File: src/hdl/abam_consts.svh
`ifndef ABAM_CONSTS_SVH
`define ABAM_CONSTS_SVH

// field positions shared by both formats
`define ABAM_BASE_HI 31
`define ABAM_BASE_LO 24
`define ABAM_MASK_HI 23
`define ABAM_MASK_LO 16
`define ABAM_ON_BIT 15
// older format fields
`define ABAM_O_NOCACHE_BIT 10
`define ABAM_O_DIRSEL_BIT 9
`define ABAM_O_DIRIGN_BIT 8
`define ABAM_O_SCM_HI 6
`define ABAM_O_SCM_LO 4
`define ABAM_O_SCI_HI 2
`define ABAM_O_SCI_LO 0
// newer format fields
`define ABAM_N_PRIV_HI 14
`define ABAM_N_PRIV_LO 13
`define ABAM_N_UATTR1_BIT 9
`define ABAM_N_UATTR0_BIT 8
`define ABAM_N_CPOL_HI 6
`define ABAM_N_CPOL_LO 5
`define ABAM_N_GUARD_BIT 2
// status bit set by a probe hit
`define ABAM_STATUS_HIT_BIT 6
// reset values
`define ABAM_BLOCK_RESET 32'h0000_0000
`define ABAM_SPACE_RESET 3'h0
`define ABAM_STATUS_RESET 16'h0000

`endif

File: src/hdl/abam_pkg.sv
package abam_pkg;
    // selects which register a control access reaches
    typedef enum logic [2:0] {
        ABAM_SEL_OLD0 = 3'b000,
        ABAM_SEL_OLD1 = 3'b001,
        ABAM_SEL_NEW0 = 3'b010,
        ABAM_SEL_NEW1 = 3'b011,
        ABAM_SEL_SRC = 3'b100,
        ABAM_SEL_DST = 3'b101,
        ABAM_SEL_STATUS = 3'b110
    } abam_sel_t;

    // handling of a matched access
    typedef enum logic [1:0] {
        ABAM_CP_WTHRU = 2'b00,
        ABAM_CP_COPYBACK = 2'b01,
        ABAM_CP_NC_SERIAL = 2'b10,
        ABAM_CP_NC = 2'b11
    } abam_cpol_t;
endpackage : abam_pkg

File: src/hdl/abam_match.sv
`timescale 1ns/100ps
`default_nettype none
`include "abam_consts.svh"

module abam_match
    import abam_pkg::*;
#(
    parameter int NBLK = 2
)(
    input wire logic core_clk_i,
    input wire logic nrst_i,
    // register side: the core only raises these strobes while running a
    // privileged move, but the mode line is still checked here so that a
    // stray strobe from user code can never reconfigure a block
    // privileged register access from the core
    input wire logic reg_wr_i,
    input wire logic reg_rd_i,
    input wire abam_sel_t reg_sel_i,
    input wire logic [31:0] reg_wdata_i,
    input wire logic super_mode_i,
    output logic [31:0] reg_rdata_o,
    output logic reg_priv_err_o,
    // access side: one access per cycle at most, all qualifiers valid in
    // the same cycle as acc_valid_i; nothing here is held or queued, so
    // the address path must keep these lines steady for that one cycle
    // access presented by the address path
    input wire logic acc_valid_i,
    input wire logic [31:0] acc_addr_i,
    input wire logic [2:0] acc_fc_i,
    input wire logic acc_read_i,
    input wire logic acc_rmw_i,
    input wire logic acc_newfmt_i,
    input wire logic acc_ext_bus_i,
    // probe request for an address and function code
    input wire logic probe_instr_i,
    // result side: every result is a flop, so the address path sees the
    // verdict for an access exactly one cycle later; a miss or an idle
    // cycle leaves every result at zero except the two space codes, which keep their stored values
    // results, registered one cycle after the access
    output logic match_o,
    output logic [31:0] phys_addr_o,
    output logic phys_valid_o,
    output logic no_cache_o,
    output logic [1:0] cache_policy_o,
    output logic abort_o,
    output logic page_attr_out0_o,
    output logic page_attr_out1_o,
    output logic [2:0] src_space_code_o,
    output logic [2:0] dst_space_code_o
);

    // register store
    // the two formats keep separate block registers; an access names the
    // format it wants, so both sets can be loaded side by side and the
    // core picks one per access without reprogramming anything
    // all registers clear to zero, which leaves every block switched off
    // until supervisor software has written it
    // the space codes are only stored and shown; the address path reads
    // them itself when a designated instruction asks for an alternate space
    // block registers, two per format
    logic [31:0] old_blk [NBLK];
    logic [31:0] new_blk [NBLK];
    logic [31:0] next_old_blk [NBLK];
    logic [31:0] next_new_blk [NBLK];
    logic [2:0] src_space_code; // alternate source function code
    logic [2:0] dst_space_code; // alternate destination function code
    logic [2:0] next_src_space_code;
    logic [2:0] next_dst_space_code;
    logic [15:0] attr_match_status; // only the hit bit is meaningful
    logic [15:0] next_attr_match_status;
    logic [31:0] rdata;
    logic [31:0] next_rdata;
    logic priv_err;
    logic next_priv_err;

    // one hit bit per block and format; these are pure combinational
    // functions of the current access and the stored registers, so a
    // register write only affects accesses from the next cycle onwards
    // per-block match results
    logic [NBLK-1:0] old_hit;
    logic [NBLK-1:0] new_hit;

    // block compare
    // each block compares the top address byte against its base, with
    // mask bits knocking single bits out of the compare, so one register
    // can cover any power-of-two multiple of a 16 Mbyte region
    // the older format adds a function code compare and a direction test;
    // the newer format only looks at the supervisor bit of the code
    // both compares are built for every block even though an access uses
    // one format; the cost is a few gates and it keeps the probe simple
    // match logic per block, same shape for each register pair
    genvar g;
    generate
        for (g = 0; g < NBLK; g++)
        begin : gen_blk
            logic [7:0] o_amask;
            logic [7:0] n_amask;
            logic o_addr_ok;
            logic n_addr_ok;
            logic o_fc_ok;
            logic o_dir_ok;
            logic n_priv_ok;
            logic [2:0] o_sci;
            logic [1:0] n_priv;
            assign o_amask = old_blk[g][`ABAM_MASK_HI:`ABAM_MASK_LO];
            assign n_amask = new_blk[g][`ABAM_MASK_HI:`ABAM_MASK_LO];
            // xor finds the differing bits, the inverted mask keeps only
            // the bits that must agree; a zero result is a match
            // a mask of all ones matches the whole 4 Gbyte space
            // masked bits never take part in the compare
            assign o_addr_ok = ((acc_addr_i[31:24] ^ old_blk[g][`ABAM_BASE_HI:`ABAM_BASE_LO])
                & ~o_amask) == 8'h00;
            assign n_addr_ok = ((acc_addr_i[31:24] ^ new_blk[g][`ABAM_BASE_HI:`ABAM_BASE_LO])
                & ~n_amask) == 8'h00;
            assign o_sci = old_blk[g][`ABAM_O_SCI_HI:`ABAM_O_SCI_LO];
            assign o_fc_ok = ((acc_fc_i ^ old_blk[g][`ABAM_O_SCM_HI:`ABAM_O_SCM_LO])
                & ~o_sci) == 3'h0;
            // a read-modify-write counts as a read here; the guard logic
            // below is what treats its write half separately
            // dir_select 1 means reads only, 0 writes only
            assign o_dir_ok = old_blk[g][`ABAM_O_DIRIGN_BIT]
                || (old_blk[g][`ABAM_O_DIRSEL_BIT] == acc_read_i);
            assign n_priv = new_blk[g][`ABAM_N_PRIV_HI:`ABAM_N_PRIV_LO];
            assign n_priv_ok = n_priv[1] || (n_priv[0] == acc_fc_i[2]);
            // enabled and every unmasked condition agrees
            assign old_hit[g] = old_blk[g][`ABAM_ON_BIT] && o_addr_ok
                && o_fc_ok && o_dir_ok;
            assign new_hit[g] = new_blk[g][`ABAM_ON_BIT] && n_addr_ok
                && n_priv_ok;
        end
    endgenerate

    // attribute selection
    // overlapping blocks are legal, so a fixed priority is needed: the
    // loop walks from the highest index down and lets each later hit
    // overwrite the earlier one, which leaves the lowest index in charge
    // the older format has no user attribute or guard bits, so those stay
    // at zero for it and its policy is derived from the no-cache flag
    // defaults cover the miss case so that nothing is latched
    // attribute selection; lowest matching block wins
    logic hit;
    logic a_nc;
    logic [1:0] a_cpol;
    logic a_abort;
    logic a_u0;
    logic a_u1;
    logic probe_hit;
    always_comb
    begin
        hit = 1'b0;
        a_nc = 1'b0;
        a_cpol = ABAM_CP_WTHRU;
        a_abort = 1'b0;
        a_u0 = 1'b0;
        a_u1 = 1'b0;
        for (int i = NBLK - 1; i >= 0; i--)
        begin
            if (acc_newfmt_i && new_hit[i])
            begin
                hit = 1'b1;
                a_cpol = new_blk[i][`ABAM_N_CPOL_HI:`ABAM_N_CPOL_LO];
                a_nc = a_cpol[1];
                // writes and rmw abort, reads pass
                a_abort = new_blk[i][`ABAM_N_GUARD_BIT]
                    && (!acc_read_i || acc_rmw_i);
                a_u0 = new_blk[i][`ABAM_N_UATTR0_BIT];
                a_u1 = new_blk[i][`ABAM_N_UATTR1_BIT];
            end
            else if (!acc_newfmt_i && old_hit[i])
            begin
                hit = 1'b1;
                a_nc = old_blk[i][`ABAM_O_NOCACHE_BIT];
                a_cpol = a_nc ? ABAM_CP_NC : ABAM_CP_WTHRU;
                a_abort = 1'b0;
                a_u0 = 1'b0;
                a_u1 = 1'b0;
            end
        end
        // the probe reuses the access compare, so the caller presents the
        // probed address, code and direction on the access lines; it does
        // not need acc_valid_i and so never produces a result pulse itself
        // probe uses the format selected by the caller
        probe_hit = acc_newfmt_i ? (|new_hit) : (|old_hit);
    end

    // result staging
    // every result is gated by acc_valid_i and the hit, so an idle cycle
    // or a miss drives all zeros; the address path can then treat a zero
    // physical-valid as "use the paged translation instead"
    // the physical address is the logical one unchanged on a hit; no
    // offset or relocation exists in this block by design
    // result registers
    logic next_match;
    logic [31:0] next_phys_addr;
    logic next_phys_valid;
    logic next_no_cache;
    logic [1:0] next_cache_policy;
    logic next_abort;
    logic next_pa0;
    logic next_pa1;
    always_comb
    begin
        next_match = acc_valid_i && hit;
        // identity mapping bypasses any paged translation
        next_phys_addr = (acc_valid_i && hit) ? acc_addr_i : 32'h0000_0000;
        next_phys_valid = acc_valid_i && hit;
        next_no_cache = acc_valid_i && hit && a_nc;
        next_cache_policy = (acc_valid_i && hit) ? a_cpol : ABAM_CP_WTHRU;
        next_abort = acc_valid_i && hit && a_abort;
        // attribute pins only move for external bus transfers
        next_pa0 = acc_valid_i && hit && acc_ext_bus_i && a_u0;
        next_pa1 = acc_valid_i && hit && acc_ext_bus_i && a_u1;
    end

    // register file
    // a write and a read in the same cycle resolve as a write; the core
    // never issues both, and giving one of them priority avoids a mux
    // fight on the select lines
    // read data is a flop that holds its value until the next accepted
    // read, so a late sample of the read bus still sees the same word
    // status is read-only: a write to its select is dropped quietly
    // register file writes, probe status and read data
    always_comb
    begin
        for (int i = 0; i < NBLK; i++)
        begin
            next_old_blk[i] = old_blk[i];
            next_new_blk[i] = new_blk[i];
        end
        next_src_space_code = src_space_code;
        next_dst_space_code = dst_space_code;
        next_attr_match_status = attr_match_status;
        next_rdata = rdata;
        next_priv_err = 1'b0;
        // the error flag is a one-cycle pulse; the core turns it into a
        // privilege trap, so it must not stay high past the offending cycle
        // user-mode accesses are refused and flagged, nothing changes
        if ((reg_wr_i || reg_rd_i) && !super_mode_i)
        begin
            next_priv_err = 1'b1;
        end
        else if (reg_wr_i)
        begin
            if (reg_sel_i == ABAM_SEL_OLD0)
                next_old_blk[0] = reg_wdata_i;
            else if (reg_sel_i == ABAM_SEL_OLD1)
                next_old_blk[NBLK-1] = reg_wdata_i;
            else if (reg_sel_i == ABAM_SEL_NEW0)
                next_new_blk[0] = reg_wdata_i;
            else if (reg_sel_i == ABAM_SEL_NEW1)
                next_new_blk[NBLK-1] = reg_wdata_i;
            else if (reg_sel_i == ABAM_SEL_SRC)
                next_src_space_code = reg_wdata_i[2:0];
            else if (reg_sel_i == ABAM_SEL_DST)
                next_dst_space_code = reg_wdata_i[2:0];
        end
        else if (reg_rd_i)
        begin
            if (reg_sel_i == ABAM_SEL_OLD0)
                next_rdata = old_blk[0];
            else if (reg_sel_i == ABAM_SEL_OLD1)
                next_rdata = old_blk[NBLK-1];
            else if (reg_sel_i == ABAM_SEL_NEW0)
                next_rdata = new_blk[0];
            else if (reg_sel_i == ABAM_SEL_NEW1)
                next_rdata = new_blk[NBLK-1];
            else if (reg_sel_i == ABAM_SEL_SRC)
                next_rdata = {29'h0000_0000, src_space_code};
            else if (reg_sel_i == ABAM_SEL_DST)
                next_rdata = {29'h0000_0000, dst_space_code};
            else if (reg_sel_i == ABAM_SEL_STATUS)
                next_rdata = {16'h0000, attr_match_status};
            else
                next_rdata = 32'h0000_0000;
        end
        // software is only allowed to trust the hit bit, so clearing the
        // rest costs nothing and keeps reads repeatable across probes
        // a user-mode probe is ignored without any error pulse
        // probe replaces the whole status; other bits read zero
        if (probe_instr_i && super_mode_i)
        begin
            next_attr_match_status = `ABAM_STATUS_RESET;
            next_attr_match_status[`ABAM_STATUS_HIT_BIT] = probe_hit;
        end
    end

    // state update
    // one clocked process holds every flop of the block; it only copies
    // the next values computed above, so all decisions live in the
    // combinational processes and the flops stay simple to check
    // reset is synchronous, so a reset pulse must span at least one edge;
    // outputs are zero during reset and stay zero until the first edge after release
    // state registers, synchronous active-low reset
    always_ff @(posedge core_clk_i)
    begin
        if (!nrst_i)
        begin
            for (int i = 0; i < NBLK; i++)
            begin
                old_blk[i] <= `ABAM_BLOCK_RESET;
                new_blk[i] <= `ABAM_BLOCK_RESET;
            end
            src_space_code <= `ABAM_SPACE_RESET;
            dst_space_code <= `ABAM_SPACE_RESET;
            attr_match_status <= `ABAM_STATUS_RESET;
            rdata <= 32'h0000_0000;
            priv_err <= 1'b0;
            match_o <= 1'b0;
            phys_addr_o <= 32'h0000_0000;
            phys_valid_o <= 1'b0;
            no_cache_o <= 1'b0;
            cache_policy_o <= ABAM_CP_WTHRU;
            abort_o <= 1'b0;
            page_attr_out0_o <= 1'b0;
            page_attr_out1_o <= 1'b0;
        end
        else
        begin
            for (int i = 0; i < NBLK; i++)
            begin
                old_blk[i] <= next_old_blk[i];
                new_blk[i] <= next_new_blk[i];
            end
            src_space_code <= next_src_space_code;
            dst_space_code <= next_dst_space_code;
            attr_match_status <= next_attr_match_status;
            rdata <= next_rdata;
            priv_err <= next_priv_err;
            match_o <= next_match;
            phys_addr_o <= next_phys_addr;
            phys_valid_o <= next_phys_valid;
            no_cache_o <= next_no_cache;
            cache_policy_o <= next_cache_policy;
            abort_o <= next_abort;
            page_attr_out0_o <= next_pa0;
            page_attr_out1_o <= next_pa1;
        end
    end

    // register-side outputs come straight from flops; the space codes are
    // shown permanently so the address path can pick them up without a
    // read cycle when an alternate-space instruction runs
    // read data and the error pulse are flops as well
    assign reg_rdata_o = rdata;
    assign reg_priv_err_o = priv_err;
    assign src_space_code_o = src_space_code;
    assign dst_space_code_o = dst_space_code;

endmodule : abam_match
`default_nettype wire

File: config.mk
export PLATFORM = sky130hd
export DESIGN_NAME = abam_match
export DESIGN_NICKNAME = d
export VERILOG_FILES = /design/src/hdl/abam_pkg.sv /design/src/hdl/abam_match.sv
export VERILOG_INCLUDE_DIRS = /design/src /design/src/hdl
export SDC_FILE = /design/constraint.sdc
export NUM_CORES = 1
export LEC_CHECK = 0
export ABC_CLOCK_PERIOD_IN_PS = 2400
export BUFFER_PORTS_ARGS = -buffer_cell sky130_fd_sc_hd__buf_4
export CAP_MARGIN = 0
export CORE_MARGIN = 10
export CORE_UTILIZATION = 55
export DETAILED_ROUTE_END_ITERATION = 6
export PLACE_DENSITY = 0.8
export SLEW_MARGIN = 40
export SYNTH_ARGS = -nofsm -noshare
export SYNTH_HDL_FRONTEND = slang
export SYNTH_SLANG_ARGS = --single-unit
File: constraint.sdc
create_clock -name core_clk_i -period 2.4 [get_ports core_clk_i]
set_clock_uncertainty 0.2 [all_clocks]
set_input_delay 0.24 -clock core_clk_i [delete_from_list [all_inputs] [get_ports core_clk_i]]
set_output_delay 0.24 -clock core_clk_i [all_outputs]
set_load 0.05 [all_outputs]
==> results of run 1 <==
## report_power, final
group,internal [mW],switching (mW)
registers,3.49,0.0395
clock network,1.86,1.35
logic,0.330,0.451
total,5.68,1.84
## critical path, stage by stage
cell and delay (ps):
dlygate4sd3_1 540, buf_4 170, xnor2_1 220, o22ai_1 120, nor4_2 350, nand3_1 170, a41oi_2 260, buf_12 230
and2_1 200
## through the flow
stage / hold slack (ps) / setup WS, ps / power [mW] / area (sq um)
after floorplan: 156 / 453 / 3.97 / 8670
after global placement: 240 / 203 / 4.25 / 10100
after detailed placement: 245 / 156 / 4.26 / 10100
after CTS: 56.2 / 81.4 / 7.48 / 11500
after global routing: 96.0 / 35.2 / 7.70 / 11500
final: 83.6 / 114 / 7.52 / 11500
## how the worst max path moves through the flow
stage	from	endpoint	slack (ps)
finish	acc_addr_i[26]	phys_addr_o[7]$_SDFF_PN0_	110
floorplan	acc_addr_i[31]	cache_policy_o[0]$_SDFF_PN0_	450
global route	acc_addr_i[26]	no_cache_o$_SDFF_PN0_	40
detailed placement	acc_addr_i[28]	abort_o$_SDFF_PN0_	160
global placement	acc_fc_i[0]	abort_o$_SDFF_PN0_	200
CTS	acc_addr_i[28]	abort_o$_SDFF_PN0_	80
## kinds of logic (layout without fill, tap and decap cells)
| family | after synthesis | after routing | share of synthesized area (%) |
|---|---|---|---|
| simple gates | 414 | 414 | 20.1 |
| compound gates | 256 | 256 | 17.5 |
| flops | 207 | 207 | 47.8 |
| buf+inv | 91 | 301 | 4.68 |
| mux | 43 | 43 | 5.38 |
| xor+xnor | 42 | 42 | 4.50 |
## area by class of cell
class / instances / area, sq um
well taps: 211 / 264
repair buffers: 262 / 2230
flip-flops and latches: 207 / 4140
inverters: 4 / 17.5
clock buffers: 28 / 602
clock inverters: 7 / 62.6
fillers: 1087 / 3840
multi-input cells: 755 / 4150
## what timing repair did
action	in CTS	in global routing
hold endpoints to repair	185	0
hold buffers	72	0
gates resized for setup	0	1
setup endpoints to repair	0	39
## sequential cells by signal, summed over array words and instances (netlist names)
signal             cells
page_attr_out1_o       1
reg_rdata_o           32
old_blk               64
new_blk               64
no_cache_o             1
abort_o                1
reg_priv_err_o         1
dst_space_code_o       3
phys_valid_o           1
page_attr_out0_o       1
src_space_code_o       3
phys_addr_o           32
attr_match_status      1
cache_policy_o         2
## layer usage
layer | global-route usage, % | wire, um | vias up
met5 | 0 | 0 | -
met4 | 9.25 | 956 | 0
met3 | 6.24 | 3320 | 80
met2 | 43.8 | 14300 | 570
met1 | 33.2 | 11500 | 4103
li1 | - | - | 3934
## cell usage after synthesis, types with 4 or more instances
master    count  share of area (%)
buf_6         4               0.52
nand2b_1      7               0.51
nor3_1        8               0.46
buf_1        10               0.43
buf_2        12               0.69
nor2_1       44                1.9
dfxtp_1     207                 48
xnor2_1      38                3.8
a21oi_1     135                7.8
mux2_2       29                3.8
mux2i_1      14                1.6
nand3_1      11               0.63
o21ai_0      31                1.8
a22oi_1      28                2.4
clkbuf_1     58                2.5
nand2_1     294                 13
and2_1       32                2.3
o22ai_1      18                1.3
o211ai_1     28                2.4
==> flow_summary_export.csv, run 1 <==
group,metric,value,unit
run_status,status,"finished with violations",
run_status,failed_checks,"DRC",
placed_design,routabilityCongestion,0.934,
yosys,synthDistinctLibCells,46,
floorplanning,pin_count,160,
critical_path,critPathLaunchType,"input port",
critical_path,r2r-end,"phys_addr_o[7]$_SDFF_PN0_",
sta,setup_viol,0,
sta,slew_headroom,61.9,%
sta,finalHoldViolCount,0,
sta,fmax,437,MHz
route,route.detailed.drc,6,
global_routing,track_usage,26.6,%
cts,htree_num_levels,1,
floorplanning,row_count,45,
route,drtPass1Iterations,7,
critical_path,timing.rr.start,"old_blk[0][58]$_SDFFE_PN0P_",
yosys,seq_area_frac_synth,47.8,%
sta,fin_setup_tns,0,ps
yosys,synth_seq_cells,207,
finish,layout.nets,1332,
yosys,syn-num-nets,1134,
job,maxCapViolCount,0,
yosys,syn_avg_cell_area,8.23,sq um
sta,slew_viol_final,0,
cts,clockRootBuffer,"clkbuf_16",
global_routing,grt_pass1_vias,8516,
yosys,synth_area,0.00867,sq mm
finish,final_util,74.9,%
yosys,yosysWarnings,0,
global_routing,grt_first_pass_wirelength,46700,um
critical_path,cp.arrival,2510,ps
critical_path,path_class,"in2reg",
pwr,max-vdd-ir-drop,0.477,mV
hold_path,hold_depth,4,
route,viasPerCell,5.89,
critical_path,crit_path_end_kind,"flop",
hold_path,worstHoldPathType,"in2reg",
yosys,synth_ff_type,"dfxtp_1",
sta,final.min_clock_period,2290,ps
cts,ctsLongestPathBuffers,3,
finish,diodes,0,
cts,cts.sinks,207,
sta,grt_setup_unrepaired,"no",
route,wire_per_inst,20.3,um
finish,most-common-layout-cells,"nand2_1 (294), dfxtp_1 (207), buf_4 (183), a21oi_1 (135), dlygate4sd3_1 (72)",
route,vias,8687,
floorplanning,core,0.0153,sq mm
cts,tritoncts,"yes",
critical_path,required,2620,ps
pwr,leakage,4.29,nW
global_routing,grt_max_degree,56,
route,drt_iter0_drc,1093,
finish,area_growth,32.4,%
yosys,synth_edf_count,0,
global_routing,antenna_found_initial,0,
floorplanning,die_y,146,um
global_routing,overflow,0,
floorplanning,dieArea,0.0212,sq mm
cts,cts_post_setup_buffers_inserted,0,
placed_design,dp_hpwl,18800,um
finish,drive_gt1_share,21.5,%
yosys,synthCells,1053,
hold_path,hold-path-endpoint,"phys_valid_o$_SDFF_PN0_",
finish,fin_cells,1474,
critical_path,path_max_fanout,39,
pwr,powerDensity,655,mW/mm^2
sta,finalCritPeriodShare,95.3,%
floorplanning,die-width,146,um
placed_design,io_buffer_count,159,
yosys,synthArstFlopShare,0,%
cts,clock_latency,500,ps
placed_design,dp.cells,1367,
finish,layout_commonest_cell,"nand2_1",
cts,cts_buffers,21,
hold_path,hold_start,"acc_valid_i",
critical_path,r2r_cells,7,
route,final_antenna_net_count,0,
sta,worst_slew_pin_slew,567,ps
floorplanning,start_util,56.6,%
critical_path,rrSetupSlack,200,ps
cts,clk_pin_slew,70,ps
route,wirelength,30000,um
(Power assumes the default switching activity.)
==> run 2: changes to the inputs <==
CORE_ASPECT_RATIO = 1.2   (was default)
==> flow_summary_export.csv, run 2 (same netlist as run 1, synthesis figures left out) <==
group,metric,value,unit
pwr,leakage,4.30,nW
pwr,powerDensity,655,mW/mm^2
sta,slew_viol_final,0,
critical_path,path_class,"in2reg",
placed_design,place_area,0.0101,sq mm
floorplanning,row_count,50,
sta,fin_ws,153,ps
sta,setup_viol,0,
global_routing,antenna_found_initial,0,
critical_path,required,2620,ps
sta,grt_setup_unrepaired,"no",
global_routing,grt_max_degree,50,
hold_path,worstHoldPathType,"in2reg",
finish,finalInstanceArea,0.0115,sq mm
cts,cts_post_setup_buffers_inserted,0,
cts,clock_latency,490,ps
sta,worst_slew_pin_slew,789,ps
route,wire_per_inst,19.6,um
run_status,status,"finished clean",
placed_design,dp_hpwl,18500,um
placed_design,preCtsSetupSlack,170,ps
pwr,max-vdd-ir-drop,0.522,mV
floorplanning,die_y,158,um
cts,tritoncts,"yes",
global_routing,track_usage,25.9,%
cts,ctsLongestPathBuffers,3,
route,drtPass1Iterations,6,
critical_path,cp-startpoint,"acc_addr_i[31]",
critical_path,r2r_cells,7,
critical_path,rrSetupSlack,250,ps
sta,finalHoldViolCount,0,
critical_path,crit_path_end_kind,"flop",
sta,finalCritPeriodShare,93.6,%
floorplanning,dieArea,0.0212,sq mm
finish,most-common-layout-cells,"nand2_1 (294), dfxtp_1 (207), buf_4 (184), a21oi_1 (135), dlygate4sd3_1 (73)",
route,route.detailed.drc,0,
sta,slew_headroom,47.1,%
global_routing,grt_first_pass_wirelength,44400,um
cts,cts_buffers,21,
floorplanning,die-width,135,um
cts,clk_pin_slew,60,ps
critical_path,timing.rr.start,"old_blk[0][36]$_SDFFE_PN0P_",
finish,layout_commonest_cell,"nand2_1",
cts,htree_num_levels,1,
sta,final.min_clock_period,2250,ps
critical_path,path_max_fanout,39,
global_routing,overflow,0,
global_routing,grt_pass1_vias,8296,
floorplanning,pin_count,160,
critical_path,r2r-end,"abort_o$_SDFF_PN0_",
floorplanning,start_util,55.9,%
critical_path,crit_end,"abort_o$_SDFF_PN0_",
route,wirelength,28800,um
sta,fmax,445,MHz
route,viasPerCell,5.71,
placed_design,io_buffer_count,159,
critical_path,critPathLaunchType,"input port",
critical_path,cp.arrival,2470,ps
sta,fin_setup_tns,0,ps
route,drt_iter0_drc,992,
cts,clockRootBuffer,"clkbuf_16",
finish,largest_registers,"new_blk: 64 flops, old_blk: 64 flops",
route,final_antenna_net_count,0,
finish,drive_gt1_share,21.5,%
job,maxCapViolCount,0,
placed_design,routabilityCongestion,0.942,
floorplanning,core,0.0155,sq mm
route,vias,8426,
finish,layout.nets,1334,
finish,final_util,74.2,%
cts,cts.sinks,207,
finish,area_growth,32.8,%
-- run 2: cell count changes in the layout (fill, tap and decap cells not counted) --
cell           change
clkbuf_1           +3
clkinv_2           -3
buf_4              +1
clkbuf_8           +1
clkinvlp_4         -1
diode_2            +1
dlygate4sd3_1      +1
inv_8              +1
xnor2_1            -1
xnor2_2            +1
-- run 2: layout make-up --
cell class / count / area, sq um
multi-input combinational: 755 / 4160
clock buffer: 32 / 627
inverter: 4 / 17.5
sequential: 207 / 4140
fill: 1116 / 4000
antenna: 1 / 2.50
tap: 208 / 260
clock inverter: 4 / 51.3
timing repair buffer: 264 / 2250
-- run 2: report_power, final --
| part | total [mW] | switching (mW) | internal [mW] | leakage (nW) |
|---|---|---|---|---|
| Combinational | 0.784 | 0.451 | 0.334 | 2.30 |
| Sequential | 3.53 | 0.0391 | 3.49 | 1.67 |
| Clock | 3.22 | 1.31 | 1.91 | 0.336 |
| Total | 7.54 | 1.80 | 5.73 | 4.30 |
-- run 2: metrics by stage --
| stage | total power [mW] | hold slack (ps) | std cells |
|---|---|---|---|
| floorplan | 3.97 | 156 | 1053 |
| global placement | 4.26 | 240 | 1365 |
| detailed placement | 4.27 | 244 | 1365 |
| CTS | 7.54 | 79.4 | 1474 |
| global route | 7.73 | 107 | 1474 |
| finish | 7.54 | 104 | 1475 |
-- run 2: repair_timing --
action                                  4_1_cts  5_1_grt
resized for setup                             0        2
endpoints found under the setup margin        0       38
hold buffers                                 73        0
hold endpoints to repair                    172        0
-- run 2: how the worst min path moves through the flow --
stage                     slack, ps                                end  cells past startpoint                         from
after global routing            110            phys_valid_o$_SDFF_PN0_                      4                  acc_valid_i
after floorplan                 160  attr_match_status[6]$_SDFFE_PN0P_                      1                probe_instr_i
after detailed placement        240          phys_addr_o[9]$_SDFF_PN0_                      2                acc_addr_i[9]
after global placement          240        new_blk[0][39]$_SDFFE_PN0P_                      2  new_blk[0][39]$_SDFFE_PN0P_
final                           100            phys_valid_o$_SDFF_PN0_                      4                  acc_valid_i
after CTS                        80            phys_valid_o$_SDFF_PN0_                      4                  acc_valid_i
-- run 2: worst max-delay path, cell delays in order --
cell and delay, ps:
dlygate4sd3_1 550, buf_4 180, xnor2_1 210, o22ai_1 110, nor4_1 300, nand2_1 180, a41oi_2 220, buf_12 220
o2111a_1 230
-- run 2: routing by layer --
metal	wire [um]	share of wire [%]	GRT usage, %
met1	11300	39	31.9
met2	14000	48	43.6
met3	2660	9.2	4.59
met4	958	3.3	10.9
met5	0	0	0
